## config.mk

```make
export PLATFORM = sky130hd
export DESIGN_NAME = fhp_port
export DESIGN_NICKNAME = d
export VERILOG_FILES = /design/src/fhp_pkg.sv /design/src/fhp_pin_if.sv /design/src/fhp_sync.sv /design/src/fhp_tick.sv /design/src/fhp_port.sv
export SDC_FILE = /design/constraint.sdc
export NUM_CORES = 1
export LEC_CHECK = 0
export BUFFER_PORTS_ARGS = -buffer_cell sky130_fd_sc_hd__buf_2
export CAP_MARGIN = 10
export CORE_AREA = 3 3 122 124
export CTS_BUF_LIST = sky130_fd_sc_hd__clkbuf_4 sky130_fd_sc_hd__clkbuf_8
export DETAILED_ROUTE_END_ITERATION = 8
export DIE_AREA = 0 0 125 127
export PLACE_DENSITY = 0.62
export RECOVER_POWER = 25
export SYNTH_ARGS = -nofsm -noshare
export SYNTH_HDL_FRONTEND = slang
export SYNTH_SLANG_ARGS = --single-unit
```

## constraint.sdc

```tcl
create_clock -name clk_i -period 3.2 [get_ports clk_i]
set_clock_uncertainty 0.15 [all_clocks]
set_input_delay 0.32 -clock clk_i [delete_from_list [all_inputs] [get_ports clk_i]]
set_output_delay 0.32 -clock clk_i [all_outputs]
set_load 0.03 [all_outputs]
```

## src/fhp_pkg.sv

```systemverilog
// Operation
// - Pin reset idles port, clears registers except timers
// - Strobes act only while chip select or DMA grant asserted
// - Three address lines pick the host registers
// - DMA request high; gated float in PC mode
// - Interrupt for non-DMA transfers and result status
// - DMA grant qualifies strobes instead of select
// - Terminal count ends transfer only during grant
// - Terminal count high in PC mode, else low
// - Timing derived from a 24 MHz tick
// - Identity strap picks PC mode and gating
// - All registers present in either mode
package fhp_pkg;

	localparam int unsigned CLK_MHZ = 200;
	localparam int unsigned OSC_MHZ = 24;

	localparam int unsigned RST_WIDTH_TCY = 14;

	localparam int unsigned ADDR_W = 3;
	localparam int unsigned DATA_W = 8;

	localparam logic [2:0] ADDR_STATUS_A = 3'h0;
	localparam logic [2:0] ADDR_STATUS_B = 3'h1;
	localparam logic [2:0] ADDR_DOR      = 3'h2;
	localparam logic [2:0] ADDR_RSVD_3   = 3'h3;
	localparam logic [2:0] ADDR_MSR_DSR  = 3'h4;
	localparam logic [2:0] ADDR_FIFO     = 3'h5;
	localparam logic [2:0] ADDR_RSVD_6   = 3'h6;
	localparam logic [2:0] ADDR_DIR_CCR  = 3'h7;

	localparam logic [7:0] DOR_RESET = 8'h00;
	localparam logic [7:0] DSR_RESET = 8'h00;
	localparam logic [7:0] CCR_RESET = 8'h00;
	localparam logic [7:0] HUT_RESET = 8'h00;
	localparam logic [7:0] IDLE_DATA = 8'h00;

	localparam int unsigned DOR_GATE_BIT = 3;
	localparam int unsigned SRA_INT_BIT  = 7;

	// Synchronised pin bundle width: 7 single pins, address, data
	localparam int unsigned PIN_W = 7 + ADDR_W + DATA_W;

endpackage

```

## src/fhp_pin_if.sv

```systemverilog
interface fhp_pin_if;
	import fhp_pkg::*;

	logic              cs_n;
	logic              rd_n;
	logic              wr_n;
	logic              dma_grant_in_n;
	logic              tc;
	logic              ident;
	logic              rst;
	logic [ADDR_W-1:0] addr;
	logic [DATA_W-1:0] db;

	modport src (
		output cs_n,
		output rd_n,
		output wr_n,
		output dma_grant_in_n,
		output tc,
		output ident,
		output rst,
		output addr,
		output db
	);

	modport dst (
		input cs_n,
		input rd_n,
		input wr_n,
		input dma_grant_in_n,
		input tc,
		input ident,
		input rst,
		input addr,
		input db
	);
endinterface

```

## src/fhp_sync.sv

```systemverilog
module fhp_sync
	import fhp_pkg::*;
#(
	parameter int unsigned W = PIN_W
) (
	input  wire logic         clk_i,
	input  wire logic         srst_i,
	input  wire logic [W-1:0] raw_i,
	output logic      [W-1:0] q_o
);
	if (W < 1) begin : g_chk
		$error("fhp_sync: width must be at least one");
	end

	typedef struct packed {
		logic [W-1:0] s1;
		logic [W-1:0] s2;
		logic [W-1:0] s3;
		logic [W-1:0] q;
	} fhp_sync_state_type;

	fhp_sync_state_type st;
	fhp_sync_state_type next_st;

	always_comb begin
		next_st    = st;
		next_st.s1 = raw_i;
		next_st.s2 = st.s1;
		next_st.s3 = st.s2;
		// A bit moves only once the second and third stages agree
		next_st.q  = (~(st.s2 ^ st.s3) & st.s2) | ((st.s2 ^ st.s3) & st.q);
		// Reset flushes the pins straight through so straps are caught settled
		if (srst_i) begin
			next_st.q = st.s3;
		end
	end

	always_ff @(posedge clk_i) begin
		st <= next_st;
	end

	assign q_o = st.q;
endmodule

```

## src/fhp_tick.sv

```systemverilog
module fhp_tick
	import fhp_pkg::*;
#(
	parameter int unsigned NUM = OSC_MHZ,
	parameter int unsigned DEN = CLK_MHZ
) (
	input  wire logic clk_i,
	input  wire logic srst_i,
	output logic      tick_o
);
	if (NUM == 0 || NUM >= DEN || DEN > 255) begin : g_chk
		$error("fhp_tick: need 0 < NUM < DEN <= 255");
	end

	localparam logic [8:0] STEP = 9'(NUM);
	localparam logic [8:0] WRAP = 9'(DEN);

	typedef struct packed {
		logic [8:0] acc;
		logic       tick;
	} fhp_tick_state_type;

	fhp_tick_state_type st;
	fhp_tick_state_type next_st;
	logic [8:0]         sum;

	// Fractional divider: NUM pulses every DEN clocks
	always_comb begin
		sum     = st.acc + STEP;
		next_st = st;
		if (sum >= WRAP) begin
			next_st.acc  = sum - WRAP;
			next_st.tick = 1'b1;
		end else begin
			next_st.acc  = sum;
			next_st.tick = 1'b0;
		end
		if (srst_i) begin
			next_st = '0;
		end
	end

	always_ff @(posedge clk_i) begin
		st <= next_st;
	end

	assign tick_o = st.tick;
endmodule

```

## src/fhp_port.sv

```systemverilog
module fhp_port
	import fhp_pkg::*;
(
	input  wire logic        clk_i,
	input  wire logic        srst_i,
	input  wire logic        reset_pin_i,
	input  wire logic        ident_i,
	input  wire logic        cs_n_i,
	input  wire logic        rd_n_i,
	input  wire logic        wr_n_i,
	input  wire logic [2:0]  addr_i,
	input  wire logic [7:0]  data_i,
	output logic      [7:0]  data_o,
	output logic             data_oe_o,
	input  wire logic        dma_grant_in_n_i,
	input  wire logic        transfer_end_count_i,
	output logic             dma_request_out_o,
	output logic             dma_request_out_oe_o,
	output logic             irq_o,
	output logic             irq_oe_o,
	input  wire logic        core_xfer_req_i,
	input  wire logic        core_non_dma_i,
	input  wire logic        core_result_valid_i,
	input  wire logic [7:0]  core_rd_data_i,
	input  wire logic [7:0]  core_status_a_i,
	input  wire logic [7:0]  core_status_b_i,
	input  wire logic [7:0]  core_main_status_i,
	input  wire logic [7:0]  core_drive_input_i,
	input  wire logic        core_spec_load_i,
	input  wire logic [7:0]  core_spec_value_i,
	output logic             core_write_o,
	output logic      [7:0]  core_write_data_o,
	output logic             core_read_o,
	output logic             core_tc_o,
	output logic             port_reset_o,
	output logic             pc_mode_o,
	output logic             osc_tick_o,
	output logic      [7:0]  drive_output_control_o,
	output logic      [7:0]  rate_select_o,
	output logic      [7:0]  config_control_o,
	output logic      [7:0]  head_unload_timer_o
);
	localparam int unsigned RCNT_W = $clog2(RST_WIDTH_TCY + 1);
	localparam logic [RCNT_W-1:0] RCNT_MAX = RCNT_W'(RST_WIDTH_TCY);

	typedef struct packed {
		logic              pc_mode;
		logic              rd_prev;
		logic              wr_prev;
		logic              tc_prev;
		logic [7:0]        drive_output_control;
		logic [7:0]        dsr;
		logic [7:0]        config_control;
		logic [7:0]        head_unload_timer;
		logic [RCNT_W-1:0] rst_cnt;
		logic              soft_rst;
		logic [7:0]        dout;
		logic              dout_oe;
		logic              dma_request_out;
		logic              irq;
		logic              core_wr;
		logic [7:0]        core_wdata;
		logic              core_rd;
		logic              core_tc;
	} fhp_port_state_type;

	fhp_port_state_type st;
	fhp_port_state_type next_st;

	fhp_pin_if pins ();

	logic tick;

	fhp_sync #(
		.W (PIN_W)
	) u_sync (
		.clk_i  (clk_i),
		.srst_i (srst_i),
		.raw_i  ({cs_n_i, rd_n_i, wr_n_i, dma_grant_in_n_i, transfer_end_count_i,
			ident_i, reset_pin_i, addr_i, data_i}),
		.q_o    ({pins.cs_n, pins.rd_n, pins.wr_n, pins.dma_grant_in_n, pins.tc,
			pins.ident, pins.rst, pins.addr, pins.db})
	);

	// Internal timing base at the oscillator rate
	fhp_tick #(
		.NUM (OSC_MHZ),
		.DEN (CLK_MHZ)
	) u_tick (
		.clk_i  (clk_i),
		.srst_i (srst_i),
		.tick_o (tick)
	);

	logic       grant;
	logic       sel;
	logic       rd_act;
	logic       rd_end;
	logic       wr_end;
	logic       tc_level;
	logic       tc_rise;
	logic [2:0] eff_addr;
	logic [7:0] rd_mux;
	logic       rd_valid;
	logic       gate_float;

	always_comb begin
		grant    = ~pins.dma_grant_in_n;
		// Grant selects the data register; otherwise chip select qualifies
		sel      = grant | ~pins.cs_n;
		eff_addr = grant ? ADDR_FIFO : pins.addr;
		rd_act   = sel & ~pins.rd_n;
		rd_end   = sel & pins.rd_n & ~st.rd_prev;
		wr_end   = sel & pins.wr_n & ~st.wr_prev;
		// Polarity follows the strap-selected mode
		tc_level = st.pc_mode ? pins.tc : ~pins.tc;
		tc_rise  = tc_level & ~st.tc_prev & grant;
		// Output gating exists only in PC mode
		gate_float = st.pc_mode & st.drive_output_control[DOR_GATE_BIT];
	end

	// Read decode; every register answers in both modes
	always_comb begin
		rd_valid = 1'b1;
		case (eff_addr)
			ADDR_STATUS_A: rd_mux = {st.irq, core_status_a_i[SRA_INT_BIT-1:0]};
			ADDR_STATUS_B: rd_mux = core_status_b_i;
			ADDR_DOR:      rd_mux = st.drive_output_control;
			ADDR_MSR_DSR:  rd_mux = core_main_status_i;
			ADDR_FIFO:     rd_mux = core_rd_data_i;
			ADDR_DIR_CCR:  rd_mux = core_drive_input_i;
			default: begin
				rd_mux   = IDLE_DATA;
				rd_valid = 1'b0;
			end
		endcase
	end

	always_comb begin
		next_st         = st;
		next_st.rd_prev = pins.rd_n;
		next_st.wr_prev = pins.wr_n;
		next_st.tc_prev = tc_level;
		next_st.core_wr = 1'b0;
		next_st.core_rd = 1'b0;
		next_st.core_tc = 1'b0;

		// Reset pin must stay high for the minimum width in oscillator periods
		if (!pins.rst) begin
			next_st.rst_cnt  = '0;
			next_st.soft_rst = 1'b0;
		end else if (tick && st.rst_cnt != RCNT_MAX) begin
			next_st.rst_cnt = st.rst_cnt + 1'b1;
		end else if (st.rst_cnt == RCNT_MAX) begin
			next_st.soft_rst = 1'b1;
		end

		// Read data stands while the strobe is held
		next_st.dout_oe = rd_act & rd_valid;
		next_st.dout    = rd_act ? rd_mux : IDLE_DATA;

		if (rd_end && eff_addr == ADDR_FIFO) begin
			next_st.core_rd = 1'b1;
		end

		if (wr_end) begin
			case (eff_addr)
				ADDR_DOR:     next_st.drive_output_control = pins.db;
				ADDR_MSR_DSR: next_st.dsr = pins.db;
				ADDR_DIR_CCR: next_st.config_control = pins.db;
				ADDR_FIFO: begin
					next_st.core_wr    = 1'b1;
					next_st.core_wdata = pins.db;
				end
				default: ;
			endcase
		end

		if (tc_rise) begin
			next_st.core_tc = 1'b1;
		end

		// Request drops as soon as the grant is seen
		next_st.dma_request_out = core_xfer_req_i & ~core_non_dma_i & ~grant;
		next_st.irq = (core_xfer_req_i & core_non_dma_i) | core_result_valid_i;

		if (core_spec_load_i) begin
			next_st.head_unload_timer = core_spec_value_i;
		end

		// Pin reset idles the port but keeps the specify timer values
		if (st.soft_rst) begin
			next_st.drive_output_control        = DOR_RESET;
			next_st.dsr        = DSR_RESET;
			next_st.config_control        = CCR_RESET;
			next_st.dout       = IDLE_DATA;
			next_st.dout_oe    = 1'b0;
			next_st.dma_request_out        = 1'b0;
			next_st.irq        = 1'b0;
			next_st.core_wr    = 1'b0;
			next_st.core_rd    = 1'b0;
			next_st.core_tc    = 1'b0;
			next_st.core_wdata = IDLE_DATA;
		end

		if (srst_i) begin
			next_st          = '0;
			next_st.drive_output_control      = DOR_RESET;
			next_st.dsr      = DSR_RESET;
			next_st.config_control      = CCR_RESET;
			next_st.head_unload_timer      = HUT_RESET;
			next_st.rd_prev  = 1'b1;
			next_st.wr_prev  = 1'b1;
			next_st.tc_prev  = 1'b1;
			next_st.pc_mode  = pins.ident;
		end
	end

	always_ff @(posedge clk_i) begin
		st <= next_st;
	end

	assign data_o                 = st.dout;
	assign data_oe_o              = st.dout_oe;
	assign dma_request_out_o      = st.dma_request_out;
	assign dma_request_out_oe_o   = ~gate_float;
	assign irq_o                  = st.irq;
	assign irq_oe_o               = ~gate_float;
	assign core_write_o           = st.core_wr;
	assign core_write_data_o      = st.core_wdata;
	assign core_read_o            = st.core_rd;
	assign core_tc_o              = st.core_tc;
	assign port_reset_o           = st.soft_rst;
	assign pc_mode_o              = st.pc_mode;
	assign osc_tick_o             = tick;
	assign drive_output_control_o = st.drive_output_control;
	assign rate_select_o          = st.dsr;
	assign config_control_o       = st.config_control;
	assign head_unload_timer_o    = st.head_unload_timer;
endmodule

```

# --- Word level (Yosys, flattened, before mapping) ---
# Cells that the tools add are included.
op_classes:
  eq_ne: 7
  reduce_logical: 13
  n_bitwise: 32
  n_mul: 0
  muxes: 9
  add_sub_neg: 3
  magnitude_cmp: 1
  div: 0
  shifts: 0
op_table:
  columns: ["cell", "count"]
  rows:
  - ["8-bit case mux with 6 select lines", 1]
  - ["18-bit bitwise AND", 2]
  - ["18-bit 2-to-1 mux", 1]
  - ["18-bit inverter", 1]
  - ["18-bit OR", 1]
  - ["18-bit XOR", 1]
  - ["1-bit inverter", 13]
  - ["1-bit bitwise AND", 12]
  - ["10-bit 2-to-1 mux", 1]
  - ["2-bit AND reduction", 5]
  - ["9-bit by 5-bit adder with 9-bit output, second input constant", 1]
  - ["3-bit == test, second input constant", 3]
  - ["9-bit by 8-bit >= comparator with 1-bit output, second input constant", 1]
  - ["9-bit 2-to-1 mux", 1]
  - ["9-bit by 8-bit subtractor with 9-bit output, second input constant", 1]
  - ["3-bit OR reduction", 2]
  - ["6-bit OR reduction", 1]
  - ["4-bit by 1-bit adder with 4-bit output, second input constant", 1]
  - ["4-bit == test, second input constant", 1]
  - ["1-bit 2-to-1 mux", 4]
  - ["4-bit inequality test, second input constant", 1]
  - ["2-bit OR reduction", 2]
  - ["3-bit by 1-bit == test with 1-bit output, second input constant", 1]
  - ["3-bit by 2-bit == test with 1-bit output, second input constant", 1]
  - ["other kinds (4)", 6]
totals:
  output_inout_bits: 59
  ram_bits: 0
  latch_bits: 0
  register_bits: 145
  mem_count: 0
  rom_bits: 0

# --- Depth between registers and ports, before layout ---
# Gate-level depths: netlist of the first run.
depth:
  ltp_word: 6
  depth_mapped: 9

# --- Modules after synthesis ---
# From an unflattened synthesis of the first run, not the netlist that was laid out.
hier_totals:
  hier_cells: 552
  hier_area_um2: 5834.3
by_module_without_submodules:
  columns: ["mod", "cells_each", "area_each_um2", "n_inst", "seq_area_each_um2"]
  rows:
  - ["fhp_port", 353, 3135.5, 1, 1271.2]
  - ["fhp_sync", 148, 2200.9, 1, 1621.6]
  - ["fhp_tick", 51, 498.0, 1, 140.1]

# --- Worst setup path before layout of the first run ---
# Ideal clock, no wire load.
synth_timing:
  path_kind: "reg2reg"
  startpoint: "reg u_tick.st[4] (netlist name)"
  endpoint: "reg u_tick.st[5] (netlist name)"
  stages_incl_launch_ff: 8
  setup_slack_ns: 0.766
  setup_time_ns: 0.123
  synth_period_minus_slack_ns: 2.434
  arrival_ns: 2.160
  path_buffers: 0
  required_ns: 2.927
  cell_sequence: "dfxtp_1 -> inv_1 -> ha_1 -> or3b_4 -> a2111oi_4 -> o21ai_2 -> a21oi_2 -> mux2_1"
synth_via:
  elab_chain_cells: 3
  word_cells_on_any_way: 4
  classes_between: "add/sub: 2; order compare: 1; mux: 1"
synth_lines:
  columns: ["element", "line_no", "rtl"]
  rows:
  - ["from (decl)", "fhp_tick.sv:23", "fhp_tick_state_type st;"]
  - ["from (signal assigned)", "fhp_tick.sv:44", "st <= next_st;"]
  - ["9-bit by 5-bit adder with 9-bit output (*)", "fhp_tick.sv:29", "sum = st.acc + STEP;"]
  - ["9-bit by 8-bit subtractor with 9-bit output / 9-bit by 8-bit >= comparator with 1-bit output (equally long branches)", "fhp_tick.sv:32, fhp_tick.sv:31", null]
  - ["10-bit 2-to-1 mux (*)", "fhp_tick.sv:31", "if (sum >= WRAP) begin"]
# Every way passes the cells marked *; elsewhere a longest branch is shown, timed or not.
# A chain may end at the register's enable or synchronous reset.

# --- Worst setup path after layout of the first run ---
# Ends and elaborated chain as after synthesis.

==> summary.txt, run 1 <==
Floorplan
  – Core box area: 13880 um^2
  – Ports: 131
  – Rows: 43
  – Die area: 15880 um^2
  – Initial Util: 0.3958
  – Die Y-Extent: 127 um
  – Die width: 125 um

Yosys
  – Synth unique cells: 51
  – Post-synth top area share: 0.4482
  – Register area share after synthesis: 0.5520
  – Dominant cell type by area after synthesis: dfxtp_1
  – Post-synth EDFFs: 19
  – Synth Register Bits: 142
  – Count leader, synth: dfxtp_1
  – Ys async rst share: 0
  – Syn Nets: 580
  – Avg Inst Size Synth: 10.92 um^2
  – List of most frequent post-synthesis cells: dfxtp_1, buf_4, nor2_1
  – Synth top area cells: dfxtp_1, edfxtp_1, buf_4
  – Most used DFF post-synth: dfxtp_1
  – Mapped Area: 5494 um^2
  – YS warnings: 0
  – Mapped Cells: 503

Status
  – Status: finished clean

Timing
  – Setup TNS: 0 ns
  – Slew HR: 0.5704
  – Setup violations, final: 0
  – Fin crit period: 2.628 ns
  – Fin. max-slew vios: 0
  – Hold WS: 0.05103 ns
  – Final number of hold-violating endpoints: 0
  – Worst Tran Pin Value: 0.6420 ns
  – Min setup slack post-route: 0.5716 ns
  – RSZ-0062 raised after global routing: no
  – Final period utilization: 0.8214
  – F_max: 380.5 MHz

CTS
  – CTS tree: done
  – Post-CTS sizing: 0
  – CTS H-tree lvls: 4
  – Clk Latency, worst-skew pair: 0.43 ns
  – Reg clk slew, reported paths: 0.08 ns
  – CTS root buf: clkbuf_8
  – Num CTS Buffers: 17
  – Max Root-Sink Buffers: 2
  – # hold bufs at CTS: 37
  – Post-CTS Setup Inserts: 0
  – Clk sink count: 142

Pwr
  – Leak pwr: 2.983 nW
  – PD cells: 586.8 nW/um^2
  – VDD IR-drop max: 0.2611 mV

Critical path
  – Crit path cell chain: inv_1 -> ha_1 -> or3b_4 -> a2111oi_4 -> o21ai_2 -> a21oi_2 -> mux2_1
  – WS Path Type: register to register
  – Reg2reg start: u_tick.st[4]
  – Register-to-register setup slack: 0.57 ns
  – CP Capture Type: register
  – CP max stage cell: dfxtp_1
  – Worst R2R End: u_tick.st[5]
  – Worst setup SP type: register
  – Crit path required time: 3.37 ns
  – Crit-path max FO: 8
  – CP arrival: 2.80 ns
  – R2R depth: 7
  – Largest stage delay on the critical path: 0.50 ns

Place
  – Pre-CTS setup slack: 0.5846 ns
  – Routability congestion estimate: 0.8944
  – Hpwl dp: 7758 um
  – Port Buffers: 129
  – Number of placed instances, taps included: 742

Detailed routing
  – Wire length per cell: 13.73 um
  – Vias/cell: 4.723
  – Via count: 3830
  – Drt drc: 0
  – Routed wire length: 11130 um
  – Drt first-iter violations: 223
  – Post-route ant nets: 0
  – First-pass detailed-route iteration total: 7

GRT
  – Initial antenna violation count: 0
  – Total grt overflow: 0
  – All-Layer GR Usage: 0.1423
  – First-pass GRT wire length: 18160 um
  – Pin count of the biggest net entering global routing: 60
  – Vias in the first global route: 3786

Cells and area
  – # fillers: 1301
  – Share of layout cells above drive strength 1: 0.2837
  – Syn-to-layout area delta: 22.20%
  – Nets@finish: 695
  – Diode count: 0
  – Area of the multi-input gates: 1956 um^2
  – Non-Filler Instances: 811
  – FF/Latch Area: 3033 um^2

Job
  – Max-cap violation count: 0

Min path
  – WHS Endpoint: data_o[5]
  – Hold Path Depth: 3
  – Worst min path class: input port to register
  – Worst hold path startpoint: core_drive_input_i[5]
power by group:
part | switching (mW) | total, mW | internal, mW
sequential | 0.0899 | 2.00 | 1.91
combinational | 0.219 | 0.416 | 0.197
clock | 0.704 | 1.52 | 0.821
total | 1.01 | 3.94 | 2.93
cell type report:
| cell class | instances | area share |
|---|---|---|
| Timing Repair Buffer | 169 | 0.1545 |
| Clock buffer | 19 | 0.03802 |
| Multi-Input combinational cell | 280 | 0.2913 |
| Sequential cell | 142 | 0.4517 |
| Clock inverter | 13 | 0.02646 |
| Inverter | 8 | 0.004473 |
| Tap cell | 180 | 0.03354 |
worst max-delay path, delay by kind of cell, from the launching register on:
kind	cells	cell delay, ns
fa+ha+maj	1	0.30
buf+inv	1	0.15
flops	1	0.50
mux	1	0.32
compound gates	3	0.69
simple gates	1	0.40
layer usage:
layer / track usage / up-vias / wire length (um) / share of wire
li1: - / 1901 / - / -
met1: 0.1663 / 1753 / 4797 / 0.43
met2: 0.2407 / 156 / 5290 / 0.48
met3: 0.04933 / 20 / 831 / 0.075
met4: 0.05740 / 0 / 211 / 0.019
met5: 0 / - / 0 / 0
cells by family (layout without fill, tap and decap cells):
group / after synthesis / count (layout) / share of synthesized area
DFF: 142 / 142 / 0.5520
and+or+nand+nor: 129 / 129 / 0.1166
buffers and inverters: 81 / 209 / 0.09201
AOI/OAI and AO/OA: 76 / 76 / 0.1048
muxes: 42 / 42 / 0.07857
xor gates and xnor gates: 28 / 28 / 0.04464
adders and majority gates: 5 / 5 / 0.01139
per-stage QoR:
step           cell area (um^2)  utilization  total power, mW
3_5_place_dp               5912       0.4259            2.423
5_1_grt                    6714       0.4837            4.131
3_3_place_gp               5912       0.4259            2.408
2_1_floorplan              5494            -            2.320
6_report                   6714       0.4837            3.940
4_1_cts                    6715       0.4838            4.000
cell usage in the layout, fill, tap and decap left out, types with 12 or more instances in the layout:
cell	synthesis	layout
dfxtp_1	123	123
a21oi_1	21	21
o21a_1	18	18
buf_2	5	127
edfxtp_1	19	19
nand2_1	22	22
dlygate4sd3_1	0	37
clkbuf_8	0	18
nand3_1	12	12
mux2i_1	33	33
nor2_1	47	47
xor2_1	24	24
nand2b_1	23	23
worst max-delay path by stage:
stage | slack (ns) | end | startpoint
after floorplan | 0.77 | u_tick.st[5] | u_tick.st[4]
after global placement | 0.63 | u_tick.st[5] | u_tick.st[4]
after detailed placement | 0.58 | u_tick.st[5] | u_tick.st[4]
after CTS | 0.57 | u_tick.st[5] | u_tick.st[4]
after global routing | 0.41 | u_tick.st[5] | u_tick.st[4]
final | 0.57 | u_tick.st[5] | u_tick.st[4]
Power figures use the tool's default switching activity.
==> run 2, diff against run 1 <==
==> constraint.sdc (replaced) <==
create_clock -name clk_i -period 2.5 [get_ports clk_i]
set_clock_uncertainty 0.15 [all_clocks]
set_input_delay 0.25 -clock clk_i [delete_from_list [all_inputs] [get_ports clk_i]]
set_output_delay 0.25 -clock clk_i [all_outputs]
set_load 0.03 [all_outputs]
==> summary.txt, run 2 (synthesis results as in run 1) <==
GRT
  – Total grt overflow: 0 (unchanged)
  – All-Layer GR Usage: 0.1428 (was 0.1423)
  – Pin count of the biggest net entering global routing: 60 (unchanged)
  – First-pass GRT wire length: 18160 um (unchanged)
  – Vias in the first global route: 3735 (was 3786)
  – Initial antenna violation count: 0 (unchanged)

Min path
  – Worst hold path startpoint: core_drive_input_i[4] (was core_drive_input_i[5])
  – Worst min path class: input port to register (unchanged)
  – Hold Path Depth: 3 (unchanged)
  – WHS Endpoint: data_o[4] (was data_o[5])

Detailed routing
  – Drt first-iter violations: 180 (was 223)
  – Vias/cell: 4.694 (was 4.723)
  – Via count: 3887 (was 3830)
  – M1 WL: 4970 um (was 4797 um)
  – Drt drc: 0 (unchanged)
  – First-pass detailed-route iteration total: 4 (was 7)
  – Post-route ant nets: 0 (unchanged)
  – Wire length per cell: 13.88 um (was 13.73 um)
  – Met2 wire len: 5676 um (was 5290 um)
  – Routed wire length: 11490 um (was 11130 um)
  – Metal3 WL: 674 um (was 831 um)
  – Highest Signal Layer: met4 (unchanged)

Timing
  – Slew HR: 0.6332 (was 0.5704)
  – Final period utilization: 0.9608 (was 0.8214)
  – Worst Tran Pin Value: 0.5486 ns (was 0.6420 ns)
  – Fin crit period: 2.402 ns (was 2.628 ns)
  – Final number of hold-violating endpoints: 0 (unchanged)
  – F_max: 416.3 MHz (was 380.5 MHz)
  – RSZ-0062 raised after global routing: no (unchanged)
  – Setup violations, final: 0 (unchanged)
  – Setup TNS: 0 ns (unchanged)
  – Fin. max-slew vios: 0 (unchanged)

Floorplan
  – Rows: 43 (unchanged)
  – Ports: 131 (unchanged)
  – Core box area: 13880 um^2 (unchanged)
  – Initial Util: 0.3958 (unchanged)
  – Die area: 15880 um^2 (unchanged)
  – Die width: 125 um (unchanged)
  – Die Y-Extent: 127 um (unchanged)

Critical path
  – Dominant delay contributor by cell family on the critical path: buffers and inverters (was compound AO/OA/AOI/OAI gates)
  – Crit path required time: 2.67 ns (was 3.37 ns)
  – WS Path Type: register to register (unchanged)
  – R2R depth: 6 (was 7)
  – Worst setup SP type: register (unchanged)
  – Register-to-register setup slack: 0.1 ns (was 0.57 ns)
  – Crit path cell chain: nor2b_1 -> buf_4 -> a22o_1 -> a222oi_1 -> a21oi_1 -> dlygate4sd3_1 (was inv_1 -> ha_1 -> or3b_4 -> a2111oi_4 -> o21ai_2 -> a21oi_2 -> mux2_1)
  – Worst R2R End: data_o[6] (was u_tick.st[5])
  – CP Capture Type: register (unchanged)
  – CP max stage cell: dlygate4sd3_1 (was dfxtp_1)
  – Crit-path max FO: 7 (was 8)
  – CP arrival: 2.57 ns (was 2.80 ns)
  – Worst path buffer plus inverter count: 2 (was 1)
  – Largest stage delay on the critical path: 0.57 ns (was 0.50 ns)

CTS
  – CTS root buf: clkbuf_8 (unchanged)
  – Max Root-Sink Buffers: 2 (unchanged)
  – Num CTS Buffers: 17 (unchanged)
  – Clk sink count: 142 (unchanged)
  – CTS H-tree lvls: 4 (unchanged)
  – Clk Latency, worst-skew pair: 0.42 ns (was 0.43 ns)
  – Reg clk slew, reported paths: 0.08 ns (about the same)
  – CTS tree: done (unchanged)

Cells and area
  – # fillers: 1279 (was 1301)
  – Highest-count cells in the layout ignoring fill and taps: buf_2, dfxtp_1, nor2_1, dlygate4sd3_1, mux2i_1 (unchanged)
  – Syn-to-layout area delta: 24.60% (was 22.20%)
  – Most common cell after layout, fill and taps aside: buf_2 (unchanged)
  – Nets@finish: 712 (was 695)
  – Diode count: 0 (unchanged)
  – Share of layout cells above drive strength 1: 0.2932 (was 0.2837)

Pwr
  – Total Power: 5.033 mW (was 3.940 mW)
  – Leak pwr: 3.076 nW (was 2.983 nW)
  – PD cells: 735.3 nW/um^2 (was 586.8 nW/um^2)
  – VDD IR-drop max: 0.4901 mV (was 0.2611 mV)

Place
  – Hpwl dp: 7956 um (was 7758 um)
  – Port Buffers: 129 (unchanged)
  – Routability congestion estimate: 0.8911 (was 0.8944)

Job
  – Max-cap violation count: 0 (unchanged)

Status
  – Status: finished clean (unchanged)
run 2: repair_timing:
action,in CTS,in global routing
resized for setup,0,1
hold buffers,44,0
setup endpoints to repair,0,4
buffers inserted,0,2
hold endpoints to repair,36,0
run 2: final cells by class:
cell class | instances | area, um^2 | share of cell area
well taps | 180 | 225.2 | 0.03290
multi-input cells | 280 | 1957 | 0.2859
repair buffers | 186 | 1182 | 0.1727
clock inverters | 10 | 140.1 | 0.02047
inverters | 8 | 30.03 | 0.004387
clock buffers | 22 | 277.8 | 0.04058
flip-flops and latches | 142 | 3033 | 0.4431
run 2: routing by layer:
metal	vias to the layer above	track usage
met1	1819	0.1624
met5	-	0
met2	124	0.2509
met3	12	0.04431
li1	1932	-
met4	0	0.05740
run 2: metrics by stage:
step	utilization	setup slack (ns)	std cells	hold slack (ns)	area, um^2
after global routing	0.4931	0.01080	828	0.02520	6845
after global placement	0.4302	0.2510	750	0.1611	5972
after CTS	0.4921	0.06556	826	0.003663	6830
after detailed placement	0.4302	0.1545	750	0.1621	5972
after floorplan	-	0.06627	503	0.1277	5494
final	0.4931	0.09807	828	0.04577	6845
run 2: worst max-delay path by stage:
stage / end / start / cells past startpoint
floorplan: u_tick.st[5] / u_tick.st[4] / 7
global placement: u_tick.st[5] / u_tick.st[4] / 7
detailed placement: u_tick.st[5] / u_tick.st[4] / 7
CTS: data_o[1] / register / 4
global route: data_o[6] / register / 6
finish: data_o[6] / register / 6
run 2: worst reg2reg max path: stages (launching register included):
cell and delay, ns:
edfxtp_1 0.49, nor2b_1 0.20, buf_4 0.17, a22o_1 0.23, a222oi_1 0.38, a21oi_1 0.11, dlygate4sd3_1 0.57
run 2: power by group:
group          internal (mW)  switching, mW  total, mW
clock network           1.06          0.837       1.90
logic                  0.284          0.310      0.594
registers               2.44         0.0961       2.54
